File: src/tmrcc_regs.vh
// Register indices, field positions, reset values and mode codes of the
// 8-bit timer/counter block. Included by the timer design file only.
`ifndef TMRCC_REGS_VH
`define TMRCC_REGS_VH

// Register indices on the plain register port.
`define TMRCC_ADDR_CTRL_A 3'h0
`define TMRCC_ADDR_CTRL_B 3'h1
`define TMRCC_ADDR_COUNT 3'h2
`define TMRCC_ADDR_CMP_A 3'h3
`define TMRCC_ADDR_CMP_B 3'h4
`define TMRCC_ADDR_MASK 3'h5
`define TMRCC_ADDR_FLAGS 3'h6

// Control A fields.
`define TMRCC_CA_ACT_A_HI 7
`define TMRCC_CA_ACT_A_LO 6
`define TMRCC_CA_ACT_B_HI 5
`define TMRCC_CA_ACT_B_LO 4
`define TMRCC_CA_WAVE_HI 1
`define TMRCC_CA_WAVE_LO 0
`define TMRCC_CA_RW_MASK 8'hF3

// Control B fields.
`define TMRCC_CB_FORCE_A 7
`define TMRCC_CB_FORCE_B 6
`define TMRCC_CB_WAVE_UP 3
`define TMRCC_CB_CS_HI 2
`define TMRCC_CB_CS_LO 0
`define TMRCC_CB_RW_MASK 8'h0F

// Mask and flag positions.
`define TMRCC_BIT_MATCH_B 3
`define TMRCC_BIT_MATCH_A 2
`define TMRCC_BIT_WRAP 1
`define TMRCC_IRQ_MASK 8'h0E

// Reset values.
`define TMRCC_RESET_CTRL 8'h00
`define TMRCC_RESET_MASK 8'h00
`define TMRCC_RESET_FLAGS 8'h00
`define TMRCC_RESET_VALUE 8'h00

// Wave mode codes.
`define TMRCC_MODE_NORMAL 3'h0
`define TMRCC_MODE_PC_FF 3'h1
`define TMRCC_MODE_CTC 3'h2
`define TMRCC_MODE_FAST_FF 3'h3
`define TMRCC_MODE_PC_CMP 3'h5
`define TMRCC_MODE_FAST_CMP 3'h7

// Count source codes.
`define TMRCC_CS_STOP 3'h0
`define TMRCC_CS_DIV1 3'h1
`define TMRCC_CS_DIV8 3'h2
`define TMRCC_CS_DIV64 3'h3
`define TMRCC_CS_DIV256 3'h4
`define TMRCC_CS_DIV1024 3'h5
`define TMRCC_CS_PIN_FALL 3'h6
`define TMRCC_CS_PIN_RISE 3'h7

// Prescaler taps as divider bit positions (divide by 8, 64, 256, 1024).
`define TMRCC_TAP_8 2
`define TMRCC_TAP_64 5
`define TMRCC_TAP_256 7
`define TMRCC_TAP_1024 9

`define TMRCC_TOP_MAX 8'hFF
`define TMRCC_BOTTOM 8'h00

`endif

File: src/tmrcc_timer.v
// 8-bit timer/counter with prescaler, external count pin, two compare
// channels, wave outputs and compare/overflow flags.
// Assumes one clock, a plain register port and a CPU that reports the
// interrupt vector it executes by one-cycle acknowledge pulses.
`timescale 1ns/10ps
`default_nettype none
`include "tmrcc_regs.vh"

// Summary of operation
// - Force strobes act only in non-PWM wave modes.
// - Force strobe makes an immediate match on that channel's output.
// - Forced match sets no flag and never clears the counter.
// - Force strobes at bits 7 and 6 always read zero.
// - Reserved bits of control B, mask and flags read zero.
// - Control B bit 3 is the upper wave mode bit.
// - Count source codes: stop, divide by 1, 8, 64, 256, 1024.
// - Code 6 counts falling pin edges, code 7 rising pin edges.
// - Pin edges count even while the pin is driven as output.
// - Counter value is fully readable and writable.
// - A counter write blocks compare matches on the next tick.
// - Compare A value is compared continuously and drives flag/output.
// - Compare B value is compared continuously and drives flag/output.
// - Mask bit 3 enables the compare B interrupt.
// - Mask bit 2 enables the compare A interrupt.
// - Mask bit 1 enables the overflow interrupt.
// - Flag bit 3 sets on a compare B match.
// - Flag bit 2 sets on a compare A match.
// - Compare flags clear by vector acknowledge or by writing one.
// - Flag bit 1 sets on overflow, clears like the compare flags.
// - Normal mode tops at 0xFF, clear-on-match mode at compare A.
module tmrcc_timer (
  input wire ref_clk,
  input wire reset,
  input wire clk_en,
  input wire [2:0] reg_addr,
  input wire [7:0] reg_wdata,
  input wire reg_write,
  input wire reg_read,
  output reg [7:0] reg_rdata,
  input wire external_count_pin,
  input wire cpu_irq_enable,
  input wire ack_match_a,
  input wire ack_match_b,
  input wire ack_wrap,
  output wire irq_match_a,
  output wire irq_match_b,
  output wire irq_wrap,
  output reg wave_output_a,
  output reg wave_output_b,
  output reg wave_output_a_en,
  output reg wave_output_b_en
);

  // ----------------------------------------------------------------
  // Helpers
  // ----------------------------------------------------------------
  function is_pwm;
    input [2:0] mode;
    begin
      is_pwm = (mode != `TMRCC_MODE_NORMAL) && (mode != `TMRCC_MODE_CTC);
    end
  endfunction

  // Non-PWM compare output action: 1 toggle, 2 clear, 3 set.
  function wave_act;
    input [1:0] act;
    input cur;
    begin
      case (act)
        2'h1: wave_act = ~cur;
        2'h2: wave_act = 1'b0;
        2'h3: wave_act = 1'b1;
        default: wave_act = cur;
      endcase
    end
  endfunction

  // ----------------------------------------------------------------
  // Registers
  // ----------------------------------------------------------------
  reg [7:0] ctrl_a_reg;
  reg [3:0] ctrl_b_reg;
  reg [7:0] count_reg;
  reg [7:0] cmp_a_reg;
  reg [7:0] cmp_b_reg;
  reg [2:0] mask_reg;
  reg [2:0] flags_reg;
  reg [9:0] presc_reg;
  reg [9:0] presc_next;
  reg [2:0] pin_sync_reg;
  reg block_reg;
  reg dir_down_reg;

  wire wr_ctrl_a = reg_write && (reg_addr == `TMRCC_ADDR_CTRL_A);
  wire wr_ctrl_b = reg_write && (reg_addr == `TMRCC_ADDR_CTRL_B);
  wire wr_count = reg_write && (reg_addr == `TMRCC_ADDR_COUNT);
  wire wr_flags = reg_write && (reg_addr == `TMRCC_ADDR_FLAGS);

  wire [2:0] wave_mode = {ctrl_b_reg[`TMRCC_CB_WAVE_UP],
    ctrl_a_reg[`TMRCC_CA_WAVE_HI:`TMRCC_CA_WAVE_LO]};
  wire [2:0] cs = ctrl_b_reg[`TMRCC_CB_CS_HI:`TMRCC_CB_CS_LO];
  wire [1:0] act_a = ctrl_a_reg[`TMRCC_CA_ACT_A_HI:`TMRCC_CA_ACT_A_LO];
  wire [1:0] act_b = ctrl_a_reg[`TMRCC_CA_ACT_B_HI:`TMRCC_CA_ACT_B_LO];
  wire pwm = is_pwm(wave_mode);
  wire phase_mode = (wave_mode == `TMRCC_MODE_PC_FF) ||
    (wave_mode == `TMRCC_MODE_PC_CMP);
  wire top_cmp = wave_mode[2] || (wave_mode == `TMRCC_MODE_CTC);
  wire [7:0] top = top_cmp ? cmp_a_reg : `TMRCC_TOP_MAX;

  // ----------------------------------------------------------------
  // Count source
  // ----------------------------------------------------------------
  // The prescaler runs free, so the first prescaled tick after enabling
  // may come anywhere within one divider period.
  reg [9:0] presc_prev;
  reg tick;
  always @* begin
    presc_next = presc_reg + 10'h001;
    presc_prev = presc_reg;
    case (cs)
      `TMRCC_CS_DIV1: tick = 1'b1;
      `TMRCC_CS_DIV8: tick = &presc_prev[`TMRCC_TAP_8:0];
      `TMRCC_CS_DIV64: tick = &presc_prev[`TMRCC_TAP_64:0];
      `TMRCC_CS_DIV256: tick = &presc_prev[`TMRCC_TAP_256:0];
      `TMRCC_CS_DIV1024: tick = &presc_prev[`TMRCC_TAP_1024:0];
      `TMRCC_CS_PIN_FALL: tick = pin_sync_reg[2] & ~pin_sync_reg[1];
      `TMRCC_CS_PIN_RISE: tick = ~pin_sync_reg[2] & pin_sync_reg[1];
      default: tick = 1'b0;
    endcase
  end

  // The pin is sampled regardless of its direction, so software driving
  // the pin as an output still counts. Only stages two and three are
  // compared; stage one only feeds stage two.
  always @(posedge ref_clk or posedge reset) begin
    if (reset) begin
      presc_reg <= 10'h000;
      pin_sync_reg <= 3'h0;
    end else if (clk_en) begin
      presc_reg <= presc_next;
      pin_sync_reg <= {pin_sync_reg[1:0], external_count_pin};
    end
  end

  // ----------------------------------------------------------------
  // Counter, compare and flags
  // ----------------------------------------------------------------
  wire match_a = tick && !block_reg && (count_reg == cmp_a_reg);
  wire match_b = tick && !block_reg && (count_reg == cmp_b_reg);
  wire at_top = (count_reg == top);
  wire wrap_event = tick && (phase_mode ?
    (dir_down_reg && count_reg == `TMRCC_BOTTOM + 8'h01) ||
    (!dir_down_reg && count_reg == `TMRCC_BOTTOM && at_top) :
    (wave_mode == `TMRCC_MODE_FAST_CMP ? at_top :
     count_reg == `TMRCC_TOP_MAX));
  wire force_a = wr_ctrl_b && reg_wdata[`TMRCC_CB_FORCE_A] && !pwm;
  wire force_b = wr_ctrl_b && reg_wdata[`TMRCC_CB_FORCE_B] && !pwm;

  reg [7:0] count_next;
  reg dir_next;
  always @* begin
    count_next = count_reg;
    dir_next = dir_down_reg;
    if (wr_count) begin
      count_next = reg_wdata;
    end else if (tick) begin
      if (phase_mode) begin
        if (dir_down_reg) begin
          count_next = count_reg - 8'h01;
          if (count_reg == 8'h01) begin
            dir_next = 1'b0;
          end
        end else if (at_top) begin
          count_next = count_reg - 8'h01;
          dir_next = 1'b1;
        end else begin
          count_next = count_reg + 8'h01;
        end
      end else if (at_top && top_cmp) begin
        count_next = `TMRCC_BOTTOM;
      end else begin
        count_next = count_reg + 8'h01;
      end
    end
  end

  always @(posedge ref_clk or posedge reset) begin
    if (reset) begin
      ctrl_a_reg <= `TMRCC_RESET_CTRL;
      ctrl_b_reg <= 4'h0;
      count_reg <= `TMRCC_RESET_VALUE;
      cmp_a_reg <= `TMRCC_RESET_VALUE;
      cmp_b_reg <= `TMRCC_RESET_VALUE;
      mask_reg <= 3'h0;
      flags_reg <= 3'h0;
      block_reg <= 1'b0;
      dir_down_reg <= 1'b0;
    end else if (clk_en) begin
      if (wr_ctrl_a) begin
        ctrl_a_reg <= reg_wdata & `TMRCC_CA_RW_MASK;
      end
      if (wr_ctrl_b) begin
        ctrl_b_reg <= reg_wdata[3:0];
      end
      if (reg_write && reg_addr == `TMRCC_ADDR_CMP_A) begin
        cmp_a_reg <= reg_wdata;
      end
      if (reg_write && reg_addr == `TMRCC_ADDR_CMP_B) begin
        cmp_b_reg <= reg_wdata;
      end
      if (reg_write && reg_addr == `TMRCC_ADDR_MASK) begin
        mask_reg <= reg_wdata[3:1];
      end
      count_reg <= count_next;
      dir_down_reg <= dir_next;
      // The block stands from the counter write until the next tick.
      if (wr_count) begin
        block_reg <= 1'b1;
      end else if (tick) begin
        block_reg <= 1'b0;
      end
      // A new event wins over a clear in the same cycle.
      flags_reg[2] <= match_b || (flags_reg[2] && !ack_match_b &&
        !(wr_flags && reg_wdata[`TMRCC_BIT_MATCH_B]));
      flags_reg[1] <= match_a || (flags_reg[1] && !ack_match_a &&
        !(wr_flags && reg_wdata[`TMRCC_BIT_MATCH_A]));
      flags_reg[0] <= wrap_event || (flags_reg[0] && !ack_wrap &&
        !(wr_flags && reg_wdata[`TMRCC_BIT_WRAP]));
    end
  end

  // Forced matches drive only the wave outputs, never flags or counter.
  assign irq_match_b = cpu_irq_enable & mask_reg[2] & flags_reg[2];
  assign irq_match_a = cpu_irq_enable & mask_reg[1] & flags_reg[1];
  assign irq_wrap = cpu_irq_enable & mask_reg[0] & flags_reg[0];

  // ----------------------------------------------------------------
  // Wave outputs
  // ----------------------------------------------------------------
  // PWM output actions beyond plain set and clear are kept simple:
  // code 2 clears on up-count match and sets at top in fast modes or on down-count match in phase modes, code 3 the reverse.
  always @(posedge ref_clk or posedge reset) begin
    if (reset) begin
      wave_output_a <= 1'b0;
      wave_output_b <= 1'b0;
      wave_output_a_en <= 1'b0;
      wave_output_b_en <= 1'b0;
    end else if (clk_en) begin
      wave_output_a_en <= (act_a != 2'h0);
      wave_output_b_en <= (act_b != 2'h0);
      if (!pwm) begin
        if (match_a || force_a) begin
          wave_output_a <= wave_act(act_a, wave_output_a);
        end
        if (match_b || force_b) begin
          wave_output_b <= wave_act(act_b, wave_output_b);
        end
      end else begin
        if (match_a) begin
          wave_output_a <= (act_a == 2'h1 && wave_mode[2]) ?
            ~wave_output_a : act_a[0] ^ dir_down_reg;
        end else if (tick && at_top && !phase_mode && act_a[1]) begin
          wave_output_a <= ~act_a[0];
        end
        if (match_b) begin
          wave_output_b <= act_b[0] ^ dir_down_reg;
        end else if (tick && at_top && !phase_mode && act_b[1]) begin
          wave_output_b <= ~act_b[0];
        end
      end
    end
  end

  // ----------------------------------------------------------------
  // Read port
  // ----------------------------------------------------------------
  always @(posedge ref_clk or posedge reset) begin
    if (reset) begin
      reg_rdata <= 8'h00;
    end else if (clk_en) begin
      reg_rdata <= 8'h00;
      if (reg_read) begin
        case (reg_addr)
          `TMRCC_ADDR_CTRL_A: reg_rdata <= ctrl_a_reg;
          `TMRCC_ADDR_CTRL_B: reg_rdata <= {4'h0, ctrl_b_reg};
          `TMRCC_ADDR_COUNT: reg_rdata <= count_reg;
          `TMRCC_ADDR_CMP_A: reg_rdata <= cmp_a_reg;
          `TMRCC_ADDR_CMP_B: reg_rdata <= cmp_b_reg;
          `TMRCC_ADDR_MASK: reg_rdata <= {4'h0, mask_reg, 1'b0};
          `TMRCC_ADDR_FLAGS: reg_rdata <= {4'h0, flags_reg, 1'b0};
          default: reg_rdata <= 8'h00;
        endcase
      end
    end
  end

endmodule
`default_nettype wire

File: config.mk
export PLATFORM = sky130hd
export DESIGN_NAME = tmrcc_timer
export DESIGN_NICKNAME = d
export VERILOG_FILES = /design/src/tmrcc_timer.v
export VERILOG_INCLUDE_DIRS = /design/src
export SDC_FILE = /design/constraint.sdc
export NUM_CORES = 1
export LEC_CHECK = 0
export BUFFER_PORTS_ARGS = -buffer_cell sky130_fd_sc_hd__buf_2
export CAP_MARGIN = 20
export CORE_ASPECT_RATIO = 1.75
export CORE_MARGIN = 2
export CORE_UTILIZATION = 37
export CTS_BUF_LIST = sky130_fd_sc_hd__clkbuf_4 sky130_fd_sc_hd__clkbuf_8
export CTS_CLUSTER_SIZE = 20
export DETAILED_ROUTE_END_ITERATION = 12
export PLACE_DENSITY = 0.53
export SLEW_MARGIN = 40
export SYNTH_ARGS = -nofsm -noshare
export SYNTH_HDL_FRONTEND = slang
export SYNTH_SLANG_ARGS = --single-unit
File: constraint.sdc
create_clock -name ref_clk -period 2.9 [get_ports ref_clk]
set_input_delay 0.29 -clock ref_clk [delete_from_list [all_inputs] [get_ports ref_clk]]
set_output_delay 0.29 -clock ref_clk [all_outputs]
set_load 0.02 [all_outputs]
Word-level counts from Yosys, hierarchy flattened. Cells that the tools add are included.

Register bits: 67. Bits of input ports: 21. Output and inout port bits: 15. Word-level logic and storage cells: 170.

$add $sub $neg: 3. Equality and inequality tests: 31. Multiplexer cells: 28. Bitwise logic cells: 17. Reductions and logical operators: 75.

Operator list (count): $mux W8 (8); $pmux W8 S7 (1); $logic_and A1 B1 Y1 (34); $eq A3 B3 Y1 const B (9); $eq A8 B8 Y1 (3); $mux W1 (16); $eq A3 B2 Y1 const B (5); $reduce_and A2 Y1 (6); $reduce_and A4 Y1 (3); $add A10 B1 Y10 const B (1); $logic_not A1 Y1 (10); $reduce_and A10 Y1 (1); $reduce_bool A2 Y1 (5); $eq A3 B1 Y1 const B (3); $add A8 B1 Y8 const B (1); $and A1 B1 Y1 (8); $eq A2 B2 Y1 const B (4); $eq A8 B1 Y1 const B (1); $eq A8 B8 Y1 const B (1); $logic_not A8 Y1 (1); $logic_or A1 B1 Y1 (8); $reduce_and A8 Y1 (1); $reduce_bool A4 Y1 (2); $sub A8 B1 Y8 const B (1); 11 further kinds (21).

Logic depth before layout (Yosys ltp). Gate-level depths: netlist (run 1).

Word-level depth: 10. Depth in mapped cells: 9. Gate-level depth less buffers: 9.

Worst setup path after synthesis (run 1). Ideal clock, no wire load.

Path type: flip-flop to flip-flop. Start point: reg count_reg[0]. End point: reg count_reg[6]. Setup time: 70 ps. Data arrival time: 2228 ps. Required time: 2830 ps. Path slack: 603 ps. Cell stages (with the launch flop): 9. Buffers on the path: 1. Cells stage by stage: dfrtp_1 > buf_4 > inv_2 > a22o_4 > nor4_4 > nor3_2 > or4_4 > a2111oi_2 > nand3b_1.

Cells in the longest elaborated chain, start to end: 6.

RTL lines: from (decl) (line tmrcc_timer.v:83) `reg [7:0] count_reg;`; from (signal assigned) (line tmrcc_timer.v:191) `` count_reg <= `TMRCC_RESET_VALUE; ``; from (signal assigned) (line tmrcc_timer.v:214) `count_reg <= count_next;`; $add A8 B1 Y8, or another cell as far along (line tmrcc_timer.v:177, tmrcc_timer.v:182); $mux W8 / $logic_and A1 B1 Y1 (equally long branches) (line tmrcc_timer.v:173, tmrcc_timer.v:179); $mux W8, on equally long branches (line tmrcc_timer.v:168, tmrcc_timer.v:179); $mux W8 * (line tmrcc_timer.v:167) `if (phase_mode) begin`; $mux W8 * (line tmrcc_timer.v:166) `end else if (tick) begin`; $mux W8 * (line tmrcc_timer.v:164) `if (wr_count) begin`.

Mark *: on every way between the ends. The rest lies on a longest branch, timed or not. The select of a mux whose other input is x is not followed. A chain may end at the register's enable or synchronous reset.

Worst setup path after layout (run 1). Ends and elaborated chain as after synthesis.

==> impl_metrics.py, run 1 <==
metrics = {
    "status": {
        "status": "complete, no violations",
    },
    "yosys": {
        "ys.flop_type": "dfrtp_1",
        "synthMostInstantiatedCell": "dfrtp_1",
        "syn_area_per_cell_um2": 10.23,
        "synth_area_leaders": "dfrtp_1 40%, mux2_2 11%, xnor2_1 3.2%, a21oi_1 3.0%, ha_1 2.4%",
        "synthesis.nets": 434,
        "yosysTopAreaCellShare_pct": 40.48,
        "synth_common_cells": "67 x dfrtp_1, 39 x mux2_2, 25 x a21oi_1, 24 x nor2_1, 21 x nand2_1",
        "synth.ff_latch_count": 67,
        "synth_edf_count": 0,
        "async_flop_share_pct": 100.0,
        "netlist_area_um2": 4141,
        "seq_area_frac_synth_pct": 40.48,
        "synthCells": 405,
        "yosysUniqueCellTypes": 70,
        "yosysTopAreaCell": "dfrtp_1",
        "yosysWarnings": 0,
    },
    "global_routing": {
        "gr-total-overflow": 0,
        "grt-busiest-layer": "met2",
        "grt_pass1_vias": 3669,
        "grt_usage_pct": 21.51,
        "use_met3_pct": 3.446,
        "antenna_found_initial": 0,
        "grt_first_pass_wirelength_um": 19880,
        "use_met2_pct": 38.82,
        "met1_usage_pct": 23.37,
        "grt_max_degree": 33,
    },
    "pwr": {
        "ir_drop_mv": 0.4488,
        "leakage_nw": 1.983,
        "p_total_mw": 3.724,
        "p_per_area_nw_per_um2": 798.3,
    },
    "die": {
        "die_w_um": 83.98,
        "die_height_um": 144.0,
        "die_area_um2": 12090,
        "core_area_um2": 11040,
        "initial_core_util_pct": 37.52,
        "ios": 36,
        "rows": 51,
    },
    "cells_and_area": {
        "area_growth_pct": 12.63,
        "largest_register_ffs": 10,
        "ff_latch_area_um2": 1677,
        "fin_cells": 576,
        "layout-drive-gt1-share_pct": 27.03,
        "final_nets": 468,
        "num_antenna_cells": 0,
        "fillers": 1075,
        "multi_input_area_um2": 2255,
    },
    "detailed_routing": {
        "wl_per_cell_um": 21.60,
        "first_pass_iters": 4,
        "drc": 0,
        "drtIter0Drc": 245,
        "antenna_left": 0,
        "totalWireLength_um": 12440,
        "routed_via_density": 5.993,
        "vias": 3452,
    },
    "cts": {
        "cts_root_buffer": "clkbuf_8",
        "cts.clk_slew.worst_paths_ns": 0.08,
        "htreeDepth": 3,
        "cts_setup_buffers": 0,
        "cts_made_buffers": 9,
        "clock-sinks": 67,
        "clockBufferDepth": 2,
        "cts_tree": "yes",
        "clkLatencyLatePin_ns": 0.35,
    },
    "sta": {
        "period_share_pct": 88.68,
        "clock_skew_ns": 0.01425,
        "rsz0062_at_grt": "no",
        "fin_ws_ns": 0.3284,
        "setup-tns-final_ns": 0,
        "max_freq_mhz": 388.9,
        "slew_headroom_pct": 53.02,
        "post-route-min-period_ns": 2.572,
        "tightest_slew_ns": 0.7032,
        "hold_viol_final": 0,
        "setup_viol": 0,
        "whs_ns": 0.1677,
        "slew_violations": 0,
    },
    "place": {
        "gp_routability_congestion": 0.9631,
        "dp.final_hpwl_um": 9489,
        "dpl.cell_count": 559,
        "pre_cts_ws_ns": 0.3386,
        "port_buffers": 35,
    },
    "setup_path": {
        "critPathRequiredTime_ns": 3.19,
        "crit_fanout": 10,
        "reg2reg_slack_ns": 0.33,
        "end_kind": "flop",
        "start_kind": "flop",
        "criticalPathCategory": "flop to flop",
        "worstPathArrival_ns": 2.86,
    },
    "worst_hold_path": {
        "hold_class": "input port to flop",
    },
    "run": {
        "max-cap-violations": 0,
    },
}
kinds of logic after synthesis:
logic type,synth area share [%]
AO/OA/AOI/OAI,17.19
XOR/XNOR,3.807
buffers and inverters,5.075
adder cells (fa/ha/maj),2.417
multiplexers,13.02
AND/OR/NAND/NOR,18.01
flip-flops,40.48
cell type report:
class | instances | share of cell area (%)
Multi-Input combinational cell | 301 | 48.34
Clock inverter | 6 | 2.414
Inverter | 14 | 1.234
Tap cell | 132 | 3.541
Timing Repair Buffer | 46 | 5.579
Clock buffer | 10 | 2.951
Sequential cell | 67 | 35.94
timing repair:
item / CTS / global route
endpoints found under the hold margin: 11 / 0
gates resized for setup: 0 / 0
hold buffers: 1 / 0
metrics by stage:
stage	instance area, µm²	util (%)
finish	4664	42.25
global route	4664	42.25
CTS	4664	42.25
detailed placement	4404	39.90
global placement	4404	39.90
floorplan	4141	-
worst paths after layout:
check | startpoint | end | depth (start not counted)
worst min-delay path | external_count_pin | pin_sync_reg[0] | 2
min in group asynchronous | reset | ctrl_a_reg[7] | 3
worst max-delay path | count_reg[0] | count_reg[6] | 7
worst max register to register | count_reg[0] | count_reg[6] | 7
worst min register to register | presc_prev[9] | presc_prev[9] | 1
max in group asynchronous | reset | reg_rdata[2] | 4
report_power, final:
group	internal (mW)	switching [mW]
logic	0.562	0.687
registers	1.16	0.328
clock network	0.594	0.389
worst max-delay path: stages (launching register included):
cell	delay, ns
dfrtp_1	0.56
inv_2	0.13
a22o_4	0.26
nor4_4	0.46
nor3_2	0.09
or4_4	0.50
a2111oi_2	0.35
nand3b_1	0.15
per-layer routing:
| metal | wire, µm | vias up |
|---|---|---|
| li1 | - | 1574 |
| met4 | 674 | 0 |
| met3 | 426 | 45 |
| met5 | 0 | - |
| met2 | 6619 | 110 |
| met1 | 4720 | 1723 |
placed cells by master, fill, tap and decap left out, drive strengths merged, types with 8 or more instances in the layout:
cell / netlist / routed
clkbuf: 15 / 10
buf: 8 / 45
nand4: 12 / 12
nor2: 24 / 24
o21ai: 16 / 16
dfrtp: 67 / 67
nor2b: 9 / 9
a21oi: 25 / 25
mux2i: 10 / 10
and3: 8 / 8
mux2: 39 / 39
nand2: 21 / 21
nand3: 9 / 9
ha: 8 / 8
inv: 14 / 14
xnor2: 15 / 15
Power figures use the tool's default switching activity.
==> run 2: changes to the inputs <==
Clock period 2.9 ns to 3.05 ns, I/O delays scaled along.
==> run 2 against run 1 <==
- highest routed layer unchanged
- power fell by 11%
- non-clock buffer count decreased by 2
- critical path depth did not move
- first-iteration DRC count decreased by 37%
- die area did not move
- cell area shrank 1.6%
- cell count down 0.35%
- routed wire length decreased by 0.36%
- via count is 3.0% lower
- utilization down 0.66 points
- count of clock-buffer cells in the layout fell by 1
==> impl_metrics.py, run 2 (synthesis results as in run 1) <==
metrics = {
    "place": {
        "dpl_cell_area_um2": 4389,
        "port_buffers": 35,
        "gp_routability_congestion": 0.9617,
        "dpl.cell_count": 557,
        "dp.final_hpwl_um": 9497,
    },
    "detailed_routing": {
        "wl_per_cell_um": 21.60,
        "routed_via_density": 5.834,
        "totalWireLength_um": 12400,
        "drtIter0Drc": 155,
        "drc": 0,
        "vias": 3349,
        "first_pass_iters": 4,
        "antenna_left": 0,
    },
    "setup_path": {
        "worstPathArrival_ns": 2.88,
        "r2r_cells": 7,
        "critPathRequiredTime_ns": 3.33,
        "crit_fanout": 10,
        "end_kind": "flop",
        "criticalPathCategory": "flop to flop",
        "start_kind": "flop",
    },
    "sta": {
        "tightest_slew_ns": 0.6734,
        "post-route-min-period_ns": 2.594,
        "clock_skew_ns": 0.01503,
        "setup_viol": 0,
        "hold_viol_final": 0,
        "rsz0062_at_grt": "no",
        "period_share_pct": 85.05,
        "slew_violations": 0,
        "max_freq_mhz": 385.5,
        "slew_headroom_pct": 55.11,
        "setup-tns-final_ns": 0,
    },
    "cells_and_area": {
        "fillers": 1085,
        "final_nets": 466,
        "num_antenna_cells": 0,
        "layout_common_cells": "67 x dfrtp_1, 39 x mux2_2, 35 x buf_2",
        "fin_cells": 574,
        "layout-drive-gt1-share_pct": 26.70,
        "area_growth_pct": 10.88,
        "layout_commonest_cell": "dfrtp_1",
        "final_util_pct": 41.60,
        "largest_register_ffs": 10,
        "fin_area_um2": 4592,
    },
    "cts": {
        "clockBufferDepth": 2,
        "cts.clk_slew.worst_paths_ns": 0.08,
        "clock-sinks": 67,
        "clkLatencyLatePin_ns": 0.36,
        "htreeDepth": 3,
        "cts_root_buffer": "clkbuf_8",
        "cts_tree": "yes",
        "cts_made_buffers": 9,
    },
    "die": {
        "die_area_um2": 12090,
        "rows": 51,
        "ios": 36,
        "die_w_um": 83.98,
        "initial_core_util_pct": 37.52,
        "core_area_um2": 11040,
        "die_height_um": 144.0,
    },
    "global_routing": {
        "met1_usage_pct": 23.67,
        "use_met2_pct": 38.82,
        "grt_first_pass_wirelength_um": 19550,
        "grt-busiest-layer": "met2",
        "antenna_found_initial": 0,
        "use_met3_pct": 2.987,
        "grt_max_degree": 33,
        "grt_pass1_vias": 3508,
        "grt_usage_pct": 21.54,
        "gr-total-overflow": 0,
    },
    "run": {
        "max-cap-violations": 0,
    },
    "status": {
        "status": "complete, no violations",
    },
    "pwr": {
        "leakage_nw": 1.953,
        "p_per_area_nw_per_um2": 722.2,
        "ir_drop_mv": 0.4185,
    },
    "worst_hold_path": {
        "hold_depth": 2,
        "hold_class": "input port to flop",
    },
}
run 2: cell count changes in the layout (fill, tap and decap cells not counted), sizes merged:
cell / previous run / this run
bufinv: 3 / 1
clkbuf: 10 / 9
clkinv: 0 / 4
buf: 45 / 43
clkinvlp: 3 / 2
run 2: per-stage QoR:
stage	setup slack [ns]	hold WS, ns	total power, mW
final	0.4559	0.1861	3.316
after global placement	0.5601	0.2702	2.555
after detailed placement	0.4602	0.2694	2.583
after global routing	0.3488	0.1881	3.518
after floorplan	0.7526	0.4459	2.267
after CTS	0.4521	0.1735	3.335
run 2: repair_timing:
| item | 4_1_cts | 5_1_grt |
|---|---|---|
| buffers inserted | 0 | 0 |
| gates resized for setup | 0 | 0 |
| hold buffers | 1 | 0 |
| hold endpoints to repair | 11 | 0 |
run 2: final timing paths:
kind / startpoint / to / slack, ns
max in group asynchronous: reset / reg_rdata[7] / 1.90
min in group asynchronous: reset / ctrl_a_reg[7] / 0.42
setup reg to reg: count_reg[0] / count_reg[6] / 0.46
setup / recovery: count_reg[0] / count_reg[6] / 0.46
hold reg to reg: presc_prev[9] / presc_prev[9] / 0.48
hold / removal: external_count_pin / pin_sync_reg[0] / 0.19
run 2: power by group:
part / internal [mW] / switching (mW)
Combinational: 0.516 / 0.605
Clock: 0.374 / 0.370
Sequential: 1.11 / 0.346
Total: 2.00 / 1.32
run 2: metal layers:
| metal | vias to the layer above | wire (µm) | share of wire [%] |
|---|---|---|---|
| met5 | - | 0 | 0 |
| met4 | 0 | 597 | 4.8 |
| met3 | 35 | 330 | 2.7 |
| met2 | 78 | 6644 | 54 |
| met1 | 1665 | 4824 | 39 |
| li1 | 1571 | - | - |
run 2: cell type report:
type / count / area [µm²] / area share, %
multi-input cells: 301 / 2255 / 49.10
flip-flops and latches: 67 / 1677 / 36.51
repair buffers: 44 / 245.2 / 5.341
well taps: 132 / 165.2 / 3.597
clock buffers: 9 / 123.9 / 2.698
clock inverters: 7 / 68.82 / 1.499
inverters: 14 / 57.56 / 1.253
run 2: worst max-delay path, stage by stage (launching register included):
cell	delay, ns
dfrtp_1	0.56
inv_2	0.13
a22o_4	0.25
nor4_4	0.46
nor3_2	0.10
or4_4	0.50
a2111oi_2	0.36
nand3b_1	0.16
